$ cat config.mk
export PLATFORM = sky130hd
export DESIGN_NAME = core_timing_offset_trim_regs
export DESIGN_NICKNAME = d
export VERILOG_FILES = /design/src/hw/trim_select.v /design/src/hw/core_timing_offset_trim_regs.v
export VERILOG_INCLUDE_DIRS = /design/src /design/src/hw
export SDC_FILE = /design/constraint.sdc
export NUM_CORES = 1
export LEC_CHECK = 0
export BUFFER_PORTS_ARGS = -buffer_cell sky130_fd_sc_hd__buf_2
export CAP_MARGIN = 15
export CORE_MARGIN = 2
export CORE_UTILIZATION = 35
export CTS_CLUSTER_SIZE = 24
export DETAILED_ROUTE_END_ITERATION = 12
export GPL_TIMING_DRIVEN = 0
export HOLD_SLACK_MARGIN = 0.12
export PLACE_DENSITY = 0.66
export SETUP_SLACK_MARGIN = 0.4
export SLEW_MARGIN = 0
export SYNTH_ARGS = -nofsm -noshare
export SYNTH_HDL_FRONTEND = slang
export SYNTH_HIERARCHICAL = 1
export SYNTH_SLANG_ARGS = --single-unit
$ cat constraint.sdc
create_clock -name mclk -period 3.7 [get_ports mclk]
set_clock_uncertainty 0.1 [all_clocks]
set_input_delay 0.555 -clock mclk [delete_from_list [all_inputs] [get_ports mclk]]
set_output_delay 0.555 -clock mclk [all_outputs]
set_load 0.05 [all_outputs]
$ cat src/hw/trim_regs.vh
// register map, field layout and reset values of the core trim bank
// assumes byte-addressed register port with 12-bit offsets
`ifndef TRIM_REGS_VH
`define TRIM_REGS_VH
`define ADDR_W 12
`define OFF_CORE_A_TIMING 12'h086
`define OFF_C_FOR_A_TIMING 12'h087
`define OFF_C_FOR_B_TIMING 12'h088
`define OFF_CORE_B_TIMING 12'h089
`define OFF_IN_A_OFFSET_LO 12'h08a
`define OFF_IN_A_OFFSET_HI 12'h08b
`define OFF_IN_B_OFFSET_LO 12'h08c
`define OFF_IN_B_OFFSET_HI 12'h08d
`define OFF_CAL_STATUS 12'h0f0
`define TIMING_W 8
`define OFFSET_W 12
`define OFFSET_RSVD_W 4
`define OFFSET_RSVD_RST 4'h0
`define NUM_TRIM 4
`define SEL_A 2'h0
`define SEL_CA 2'h1
`define SEL_CB 2'h2
`define SEL_B 2'h3
`endif

$ cat src/hw/trim_select.v
// picks the timing trim for one sampling core in dual-channel mode
// assumes core ids 0=A 1=B 2=C; c_for_b set when C stands in for B
module trim_select #(
  parameter W = 8
) (
  input wire [1:0] core_id,
  input wire dual_mode,
  input wire c_for_b,
  input wire [4*W-1:0] trims,
  output reg [W-1:0] trim_out,
  output reg trim_valid
);
  always @* begin
    trim_out = {W{1'b0}};
    trim_valid = dual_mode;
    case (core_id)
      2'h0: trim_out = trims[0*W +: W];
      2'h1: trim_out = trims[3*W +: W];
      2'h2: trim_out = c_for_b ? trims[2*W +: W] : trims[1*W +: W];
      default: trim_valid = 1'b0;
    endcase
    // single-channel trims live in another bank
    if (!dual_mode) begin
      trim_out = {W{1'b0}};
    end
  end
endmodule // trim_select

$ cat src/hw/core_timing_offset_trim_regs.v
// dual-channel timing trims and core A offset trims with register port
// assumes factory trim values arrive as straps, held stable during reset
//
// Decided for this implementation: the strobed register port.
`include "trim_regs.vh"
module core_timing_offset_trim_regs #(
  parameter TW = 8,
  parameter OW = 12
) (
  input wire mclk,
  input wire rst,
  input wire [11:0] addr,
  input wire [7:0] wdata,
  input wire wr_stb,
  input wire rd_stb,
  output reg [7:0] rdata,
  input wire [4*TW-1:0] factory_timing,
  input wire [2*OW-1:0] factory_offset,
  input wire dual_mode,
  input wire [1:0] sampling_core,
  input wire c_for_b,
  input wire bg_phase_alt,
  input wire foreground_cal_busy,
  input wire background_cal_enable,
  input wire background_offset_cal_enable,
  input wire offset_cal_enable,
  input wire foreground_done_flag,
  input wire calibration_stopped_flag,
  output reg [TW-1:0] core_timing_trim,
  output reg core_timing_valid,
  output reg [OW-1:0] core_a_offset,
  input wire analog_input_b,
  output wire offset_write_hazard,
  output wire offset_read_hazard
);
  reg loaded_ff;
  reg [TW-1:0] timing_ff [0:3];
  reg [15:0] offset_ff [0:1];
  reg [15:0] nxt_offset [0:1];
  wire [4*TW-1:0] timing_flat;
  wire [TW-1:0] sel_trim;
  wire sel_valid;
  reg [7:0] nxt_rdata;
  wire off_acc;
  wire off_rd;
  wire off_wr;
  integer k;

  assign off_acc = (addr >= `OFF_IN_A_OFFSET_LO) &&
                   (addr <= `OFF_IN_B_OFFSET_HI);
  assign off_rd = rd_stb && off_acc;
  assign off_wr = wr_stb && off_acc;
  // flags only; the writes still land so software keeps full control
  assign offset_write_hazard = off_wr && (foreground_cal_busy ||
    (background_cal_enable && background_offset_cal_enable));
  assign offset_read_hazard = off_rd &&
    ((offset_cal_enable && !background_offset_cal_enable &&
      !foreground_done_flag) ||
     (background_cal_enable && background_offset_cal_enable &&
      !calibration_stopped_flag));

  // timing trims: index 0=A 1=C for A 2=C for B 3=B
  genvar g;
  generate
    for (g = 0; g < `NUM_TRIM; g = g + 1) begin : g_t
      wire hit;
      assign hit = wr_stb && (addr == `OFF_CORE_A_TIMING + g);
      assign timing_flat[g*TW +: TW] = timing_ff[g];
      // reset to zero then capture straps on first clock after release
      always @(posedge mclk or posedge rst) begin
        if (rst) begin
          timing_ff[g] <= {TW{1'b0}};
        end else if (!loaded_ff) begin
          timing_ff[g] <= factory_timing[g*TW +: TW];
        end else if (hit) begin
          timing_ff[g] <= wdata[TW-1:0];
        end
      end
    end
  endgenerate

  always @* begin
    for (k = 0; k < 2; k = k + 1) begin
      nxt_offset[k] = offset_ff[k];
      if (wr_stb && (addr == `OFF_IN_A_OFFSET_LO + 2*k)) begin
        nxt_offset[k][7:0] = wdata;
      end
      if (wr_stb && (addr == `OFF_IN_A_OFFSET_HI + 2*k)) begin
        nxt_offset[k][15:8] = wdata;
      end
    end
  end

  always @(posedge mclk or posedge rst) begin
    if (rst) begin
      loaded_ff <= 1'b0;
      offset_ff[0] <= 16'h0000;
      offset_ff[1] <= 16'h0000;
    end else if (!loaded_ff) begin
      loaded_ff <= 1'b1;
      offset_ff[0] <= {`OFFSET_RSVD_RST, factory_offset[0 +: OW]};
      offset_ff[1] <= {`OFFSET_RSVD_RST, factory_offset[OW +: OW]};
    end else begin
      offset_ff[0] <= nxt_offset[0];
      offset_ff[1] <= nxt_offset[1];
    end
  end

  trim_select #(
    .W(TW)
  ) u_sel (
    .core_id(sampling_core),
    .dual_mode(dual_mode),
    .c_for_b(c_for_b),
    .trims(timing_flat),
    .trim_out(sel_trim),
    .trim_valid(sel_valid)
  );

  // background phase alt on core C picks the C for B or C for A trim per c_for_b, the same trim as sel_trim
  always @(posedge mclk or posedge rst) begin
    if (rst) begin
      core_timing_trim <= {TW{1'b0}};
      core_timing_valid <= 1'b0;
      core_a_offset <= {OW{1'b0}};
    end else begin
      core_timing_valid <= sel_valid && loaded_ff;
      if (bg_phase_alt && dual_mode && sampling_core == 2'h2) begin
        core_timing_trim <= c_for_b ? timing_ff[2] : timing_ff[1];
      end else begin
        core_timing_trim <= sel_trim;
      end
      core_a_offset <= analog_input_b ? offset_ff[1][OW-1:0] :
                                        offset_ff[0][OW-1:0];
    end
  end

  always @* begin
    nxt_rdata = 8'h00;
    case (addr)
      `OFF_CORE_A_TIMING: nxt_rdata = timing_ff[0];
      `OFF_C_FOR_A_TIMING: nxt_rdata = timing_ff[1];
      `OFF_C_FOR_B_TIMING: nxt_rdata = timing_ff[2];
      `OFF_CORE_B_TIMING: nxt_rdata = timing_ff[3];
      `OFF_IN_A_OFFSET_LO: nxt_rdata = offset_ff[0][7:0];
      `OFF_IN_A_OFFSET_HI: nxt_rdata = offset_ff[0][15:8];
      `OFF_IN_B_OFFSET_LO: nxt_rdata = offset_ff[1][7:0];
      `OFF_IN_B_OFFSET_HI: nxt_rdata = offset_ff[1][15:8];
      `OFF_CAL_STATUS: nxt_rdata = {4'h0, calibration_stopped_flag,
        foreground_done_flag, loaded_ff, dual_mode};
      default: nxt_rdata = 8'h00;
    endcase
  end

  // read data valid only in the cycle after the strobe
  always @(posedge mclk or posedge rst) begin
    if (rst) begin
      rdata <= 8'h00;
    end else if (rd_stb) begin
      rdata <= nxt_rdata;
    end else begin
      rdata <= 8'h00;
    end
  end
endmodule // core_timing_offset_trim_regs

---- Word-level counts from Yosys, hierarchy flattened ----
Index checks and enable logic that the tools add are counted.
W data, S select, Z words.
cells by class
  order comparisons ....................... 2
  reduce and logical (&&, ||, !) cells .... 27
  multiplexer cells ....................... 21
  equal/unequal tests ..................... 19
operators by type and width
  cell                   count
  $mux W8                16
  $eq A12 B8 Y1 const B  9
  $pmux W8 S9            1
  $mux W32               1
  $pmux W8 S3            1
  $logic_and A1 B1 Y1    20
  $ne A2 B1 Y1 const B   8
  $ge A12 B8 Y1 const B  1
  $le A12 B8 Y1 const B  1
  $mux W12               1
  $logic_not A1 Y1       3
  $reduce_or A3 Y1       1
  $eq A2 B1 Y1 const B   1
  $eq A2 B2 Y1 const B   1
  $logic_not A2 Y1       1
  $logic_or A1 B1 Y1     2
  $mux W1                1
word-level totals
  output and inout port bits .............. 31
  word-level logic and storage cells ...... 82
  input port bits ......................... 92
  flip-flop bits (word level) ............. 94

---- Depth between registers and ports, before layout ----
  depth after elaboration ................. 5
  depth in mapped cells ................... 6
  gate-level depth less buffers ........... 4

---- Modules after synthesis ----
The synthesis kept the hierarchy.
modules (own cells, without submodules)
  module                        area an instance (um^2)  cells each  instances  sequential area each (um^2)
  core_timing_offset_trim_regs  4,906.0                  467         1          2,352.3
  trim_select                   267.8                    30          1          0.0

---- Worst setup path before layout ----
No wires, ideal clock.
  path kind ............................... in2out
  start point ............................. input addr[11]
  end point ............................... output offset_write_hazard
  path buffers ............................ 1
  data arrival time ....................... 2,763 ps
  setup slack ............................. 282 ps
  cell stages on the path ................. 5
  required time ........................... 3,045 ps
  cell sequence ........................... or4_4 > buf_6 > nor2_1 > nand3_1 > nor3b_1
on the way
  cells in the longest elaborated chain, start to end .. 4
  elaborated cells on any way between the ends .. 5
  those cells by class .................... 2 x order compare; 3 x reduce/logical
ends and longest elaborated chain
  element                                                          RTL line                           source
  from (decl)                                                      core_timing_offset_trim_regs.v:12  input wire [11:0] addr,
  $ge A12 B8 Y1 (no source line) or $le A12 B8 Y1 (tied branches)  -
  $logic_and A1 B1 Y1 (*)                                          core_timing_offset_trim_regs.v:49  assign off_acc = (addr >= `OFF_IN_A_OFFSET_LO) &&
  $logic_and A1 B1 Y1 (*)                                          core_timing_offset_trim_regs.v:52  assign off_wr = wr_stb && off_acc;
  $logic_and A1 B1 Y1 (*)                                          core_timing_offset_trim_regs.v:54  assign offset_write_hazard = off_wr && (foreground_cal_busy ||
  to (decl)                                                        core_timing_offset_trim_regs.v:33  output wire offset_write_hazard,
Every way passes the cells marked *; elsewhere a longest branch is shown, timed or not.

---- Final worst setup path ----
  start point ............................. input addr[11]
  end point ............................... output offset_read_hazard
on the way
  cells in the longest elaborated chain, start to end .. 4
  elaborated cells on any way between the ends .. 5
  those cells by class .................... 2 x order compare; 3 x reduce/logical
ends and longest elaborated chain
  element                                                          RTL line                           source
  $ge A12 B8 Y1 (no source line) or $le A12 B8 Y1 (tied branches)  -
  $logic_and A1 B1 Y1 (*)                                          core_timing_offset_trim_regs.v:49
  $logic_and A1 B1 Y1 (*)                                          core_timing_offset_trim_regs.v:51  assign off_rd = rd_stb && off_acc;
  $logic_and A1 B1 Y1 (*)                                          core_timing_offset_trim_regs.v:56  assign offset_read_hazard = off_rd &&
  to (decl)                                                        core_timing_offset_trim_regs.v:34  output wire offset_read_hazard
Marked as above.

==> results.cfg <==
[clock_tree]
cts_buffers = 9
cts_root_buffer = clkbuf_16
cts_tree = yes
post_cts_buffers = 0
htree_levels = 3
clkTransAtPathRegs_ns = 0.06
postCtsHoldBufs = 0
clkSinkCount = 94
insertion_delay_ns = 0.35
ctsResizeCount = 0
cts_buffer_depth = 2

[critical_path]
critPathKind = input port to output port
crit_path_end_kind = output port
worstPathRequired_ns = 3.04
startpoint_type = input port
path_max_fanout = 10
critical-path-max-stage-delay_ns = 0.57
critPathMostFrequentCell = buf_2
critPathSlowestCell = or4_4
crit_chain = buf_2 -> or4_4 -> buf_6 -> nor2_1 -> nand3_1 -> nor3_2 -> buf_2
cp_data_arrival_time_ns = 2.44
rr_worst_depth = 5

[power]
power.leakage_uw = 0.00271
p_comb_share_pct = 18.8
peakVddDrop_mv = 0.235
p_switching_uw = 765
netSwitchingFraction_pct = 30.0
pwr-share-seq_pct = 45.7
p_per_area_nw_per_um2 = 406
clockPowerShare_pct = 35.5
p_int_uw = 1790

[timing]
max_freq_mhz = 323
relSlewSlack_pct = 36.1
worst_pin_slew_ns = 0.952
rsz0062_at_grt = false
finalHoldViolations = 0
fin_crit_sh_pct = 83.6
layout_min_cycle_time_ns = 3.09
setup_viol = 0
finalMaxSlewViolations = 0

[place]
placed_cells = 794
gp_congestion = 0.869
io_buffers = 112
dp.final_hpwl_um = 11500

[global_route]
grt_pass1_wl_um = 24000
track_usage_pct = 19.9
grt_antenna_before_repair = 0
grt_pass1_vias = 4423
grt_max_degree = 60
gr-total-overflow = 0

[cells_and_area]
diodes = 0
fill_cells = 1409
drive_above_1_share_pct = 26.1
syn_to_final_growth_pct = 21.6
instances_no_fill = 809
post-route-util_pct = 43.4
final_net_count = 713

[yosys]
syn_nets = 589
async_reset_ff_share_pct = 100
synth_area_per_cell_um2 = 10.4
ys_types = 40
ys.flop_type = dfrtp_1
ys_warn_count = 6
syn_area_um2 = 5170
syn_inst = 497
synth_enable_flop_cells = 0
yosysSeqAreaShare_pct = 45.5
ys_seq_elements = 94

[die]
dieArea_um2 = 15800
die_x_um = 126
coreArea_um2 = 14500
initial_utilization_pct = 35.7
die_y_um = 126
ios = 123
placementRows = 44

[flow_run]
drv_cap = 0

[drt]
viasPerCell = 5.42
drc = 0
wl_um = 15800
antenna_left = 0
dr.pass1.iters = 5
routed-via-count = 4385
drt_iter0_drc = 260
wire_per_inst_um = 19.5

[hold_path]
hp-class = input port to async pin

[run_status]
status = finished clean
-- final timing paths --
path	from	to	slack, ns
setup / recovery	addr[11]	offset_read_hazard	0.61
hold / removal	rst	core_a_offset[2]	0.12
setup reg to reg	loaded_ff	offset_ff[18]	1.85
hold reg to reg	offset_ff[8]	core_a_offset[8]	0.44
max in group asynchronous	rst	timing_ff[8]	2.72
min in group mclk	factory_timing[28]	timing_ff[4]	0.35
-- logic make-up (layout without fill, tap and decap cells) --
kind of cell,count (synthesis),after routing,synth area share [%]
xor gates and xnor gates,1,1,0.169
AOI/OAI and AO/OA,108,108,11.4
other,1,1,0.0725
muxes,127,127,25.1
DFF,94,94,45.5
and+or+nand+nor,122,122,14.1
buffers and inverters,44,172,3.75
-- stage by stage --
| stage | TNS [ns] | setup slack (ns) | hold slack, ns | area (µm²) | power (µW) |
|---|---|---|---|---|---|
| 3_3_place_gp | -41.08 | -0.443 | 0.421 | 5970 | 1640 |
| 6_report | 0 | 0.607 | 0.125 | 6290 | 2550 |
| 4_1_cts | 0 | 0.615 | 0.146 | 6290 | 2560 |
| 5_1_grt | 0 | 0.494 | 0.164 | 6290 | 2650 |
| 3_5_place_dp | 0 | 0.620 | 0.427 | 6000 | 1660 |
| 2_1_floorplan | 0 | 0.596 | 0.396 | 5180 | 1490 |
-- state kept, by name, summed over array words and instances, names as in the netlist --
name	flops
loaded_ff	1
timing_ff	32
core_timing_trim	8
core_timing_valid	1
rdata	8
core_a_offset	12
offset_ff	32
-- critical path, delay by kind of cell --
kind                   cells  cell delay, ns
and+or+nand+nor            4            1.31
buffers and inverters      3            0.57
-- power by group through the flow --
| stage | clock network, µW | registers, µW | logic [µW] |
|---|---|---|---|
| detailed placement | 0 | 1180 | 479 |
| finish | 907 | 1170 | 480 |
| CTS | 912 | 1160 | 482 |
| global placement | 0 | 1180 | 466 |
| global route | 952 | 1170 | 519 |
| floorplan | 0 | 1250 | 239 |
-- cell usage in the layout, fill, tap and decap left out, types with 2 or more instances in the layout --
| cell | count |
|---|---|
| nor4_1 | 2 |
| nand2_1 | 16 |
| nor2b_1 | 8 |
| buf_1 | 10 |
| buf_6 | 3 |
| clkinv_2 | 2 |
| o21ai_0 | 15 |
| nor2_1 | 63 |
| nor4_4 | 8 |
| mux2i_1 | 114 |
| nand3b_1 | 7 |
| a21oi_1 | 66 |
| nand2b_1 | 3 |
| clkbuf_16 | 9 |
| clkbuf_1 | 24 |
| o22ai_1 | 20 |
| clkbuf_8 | 3 |
| dfrtp_1 | 94 |
| a21boi_0 | 2 |
| inv_1 | 3 |
| buf_2 | 114 |
| nor3_1 | 2 |
| mux2_2 | 12 |
-- per-layer routing --
metal  GRT usage (%)  wire [µm]
met4            7.39        439
met2            32.0       7400
met1            26.6       6990
met5               0          0
met3            4.07        939
-- cell usage after synthesis, drive strengths merged, types with 2 or more instances --
| cell | count | area, µm² |
|---|---|---|
| a21boi | 2 | 15.0 |
| a21oi | 66 | 330 |
| buf | 16 | 88.8 |
| clkbuf | 24 | 90.1 |
| dfrtp | 94 | 2350 |
| inv | 4 | 15.0 |
| mux2 | 12 | 135 |
| mux2i | 114 | 1140 |
| nand2 | 16 | 60.1 |
| nand2b | 3 | 18.8 |
| nand3b | 8 | 72.6 |
| nor2 | 63 | 236 |
| nor2b | 8 | 50.1 |
| nor3 | 3 | 15.0 |
| nor3b | 2 | 15.0 |
| nor4 | 10 | 183 |
| o21ai | 15 | 75.1 |
| o22ai | 20 | 125 |
-- final cells by class --
cell class / instances / area [µm²] / area share (%)
multi-input combinational: 359 / 2640 / 41.9
sequential: 94 / 2350 / 37.4
timing repair buffer: 113 / 588 / 9.35
clock buffer: 12 / 267 / 4.24
tap: 184 / 230 / 3.66
buffer: 40 / 179 / 2.84
clock inverter: 3 / 18.8 / 0.298
inverter: 4 / 17.5 / 0.278
(Power assumes the default switching activity.)
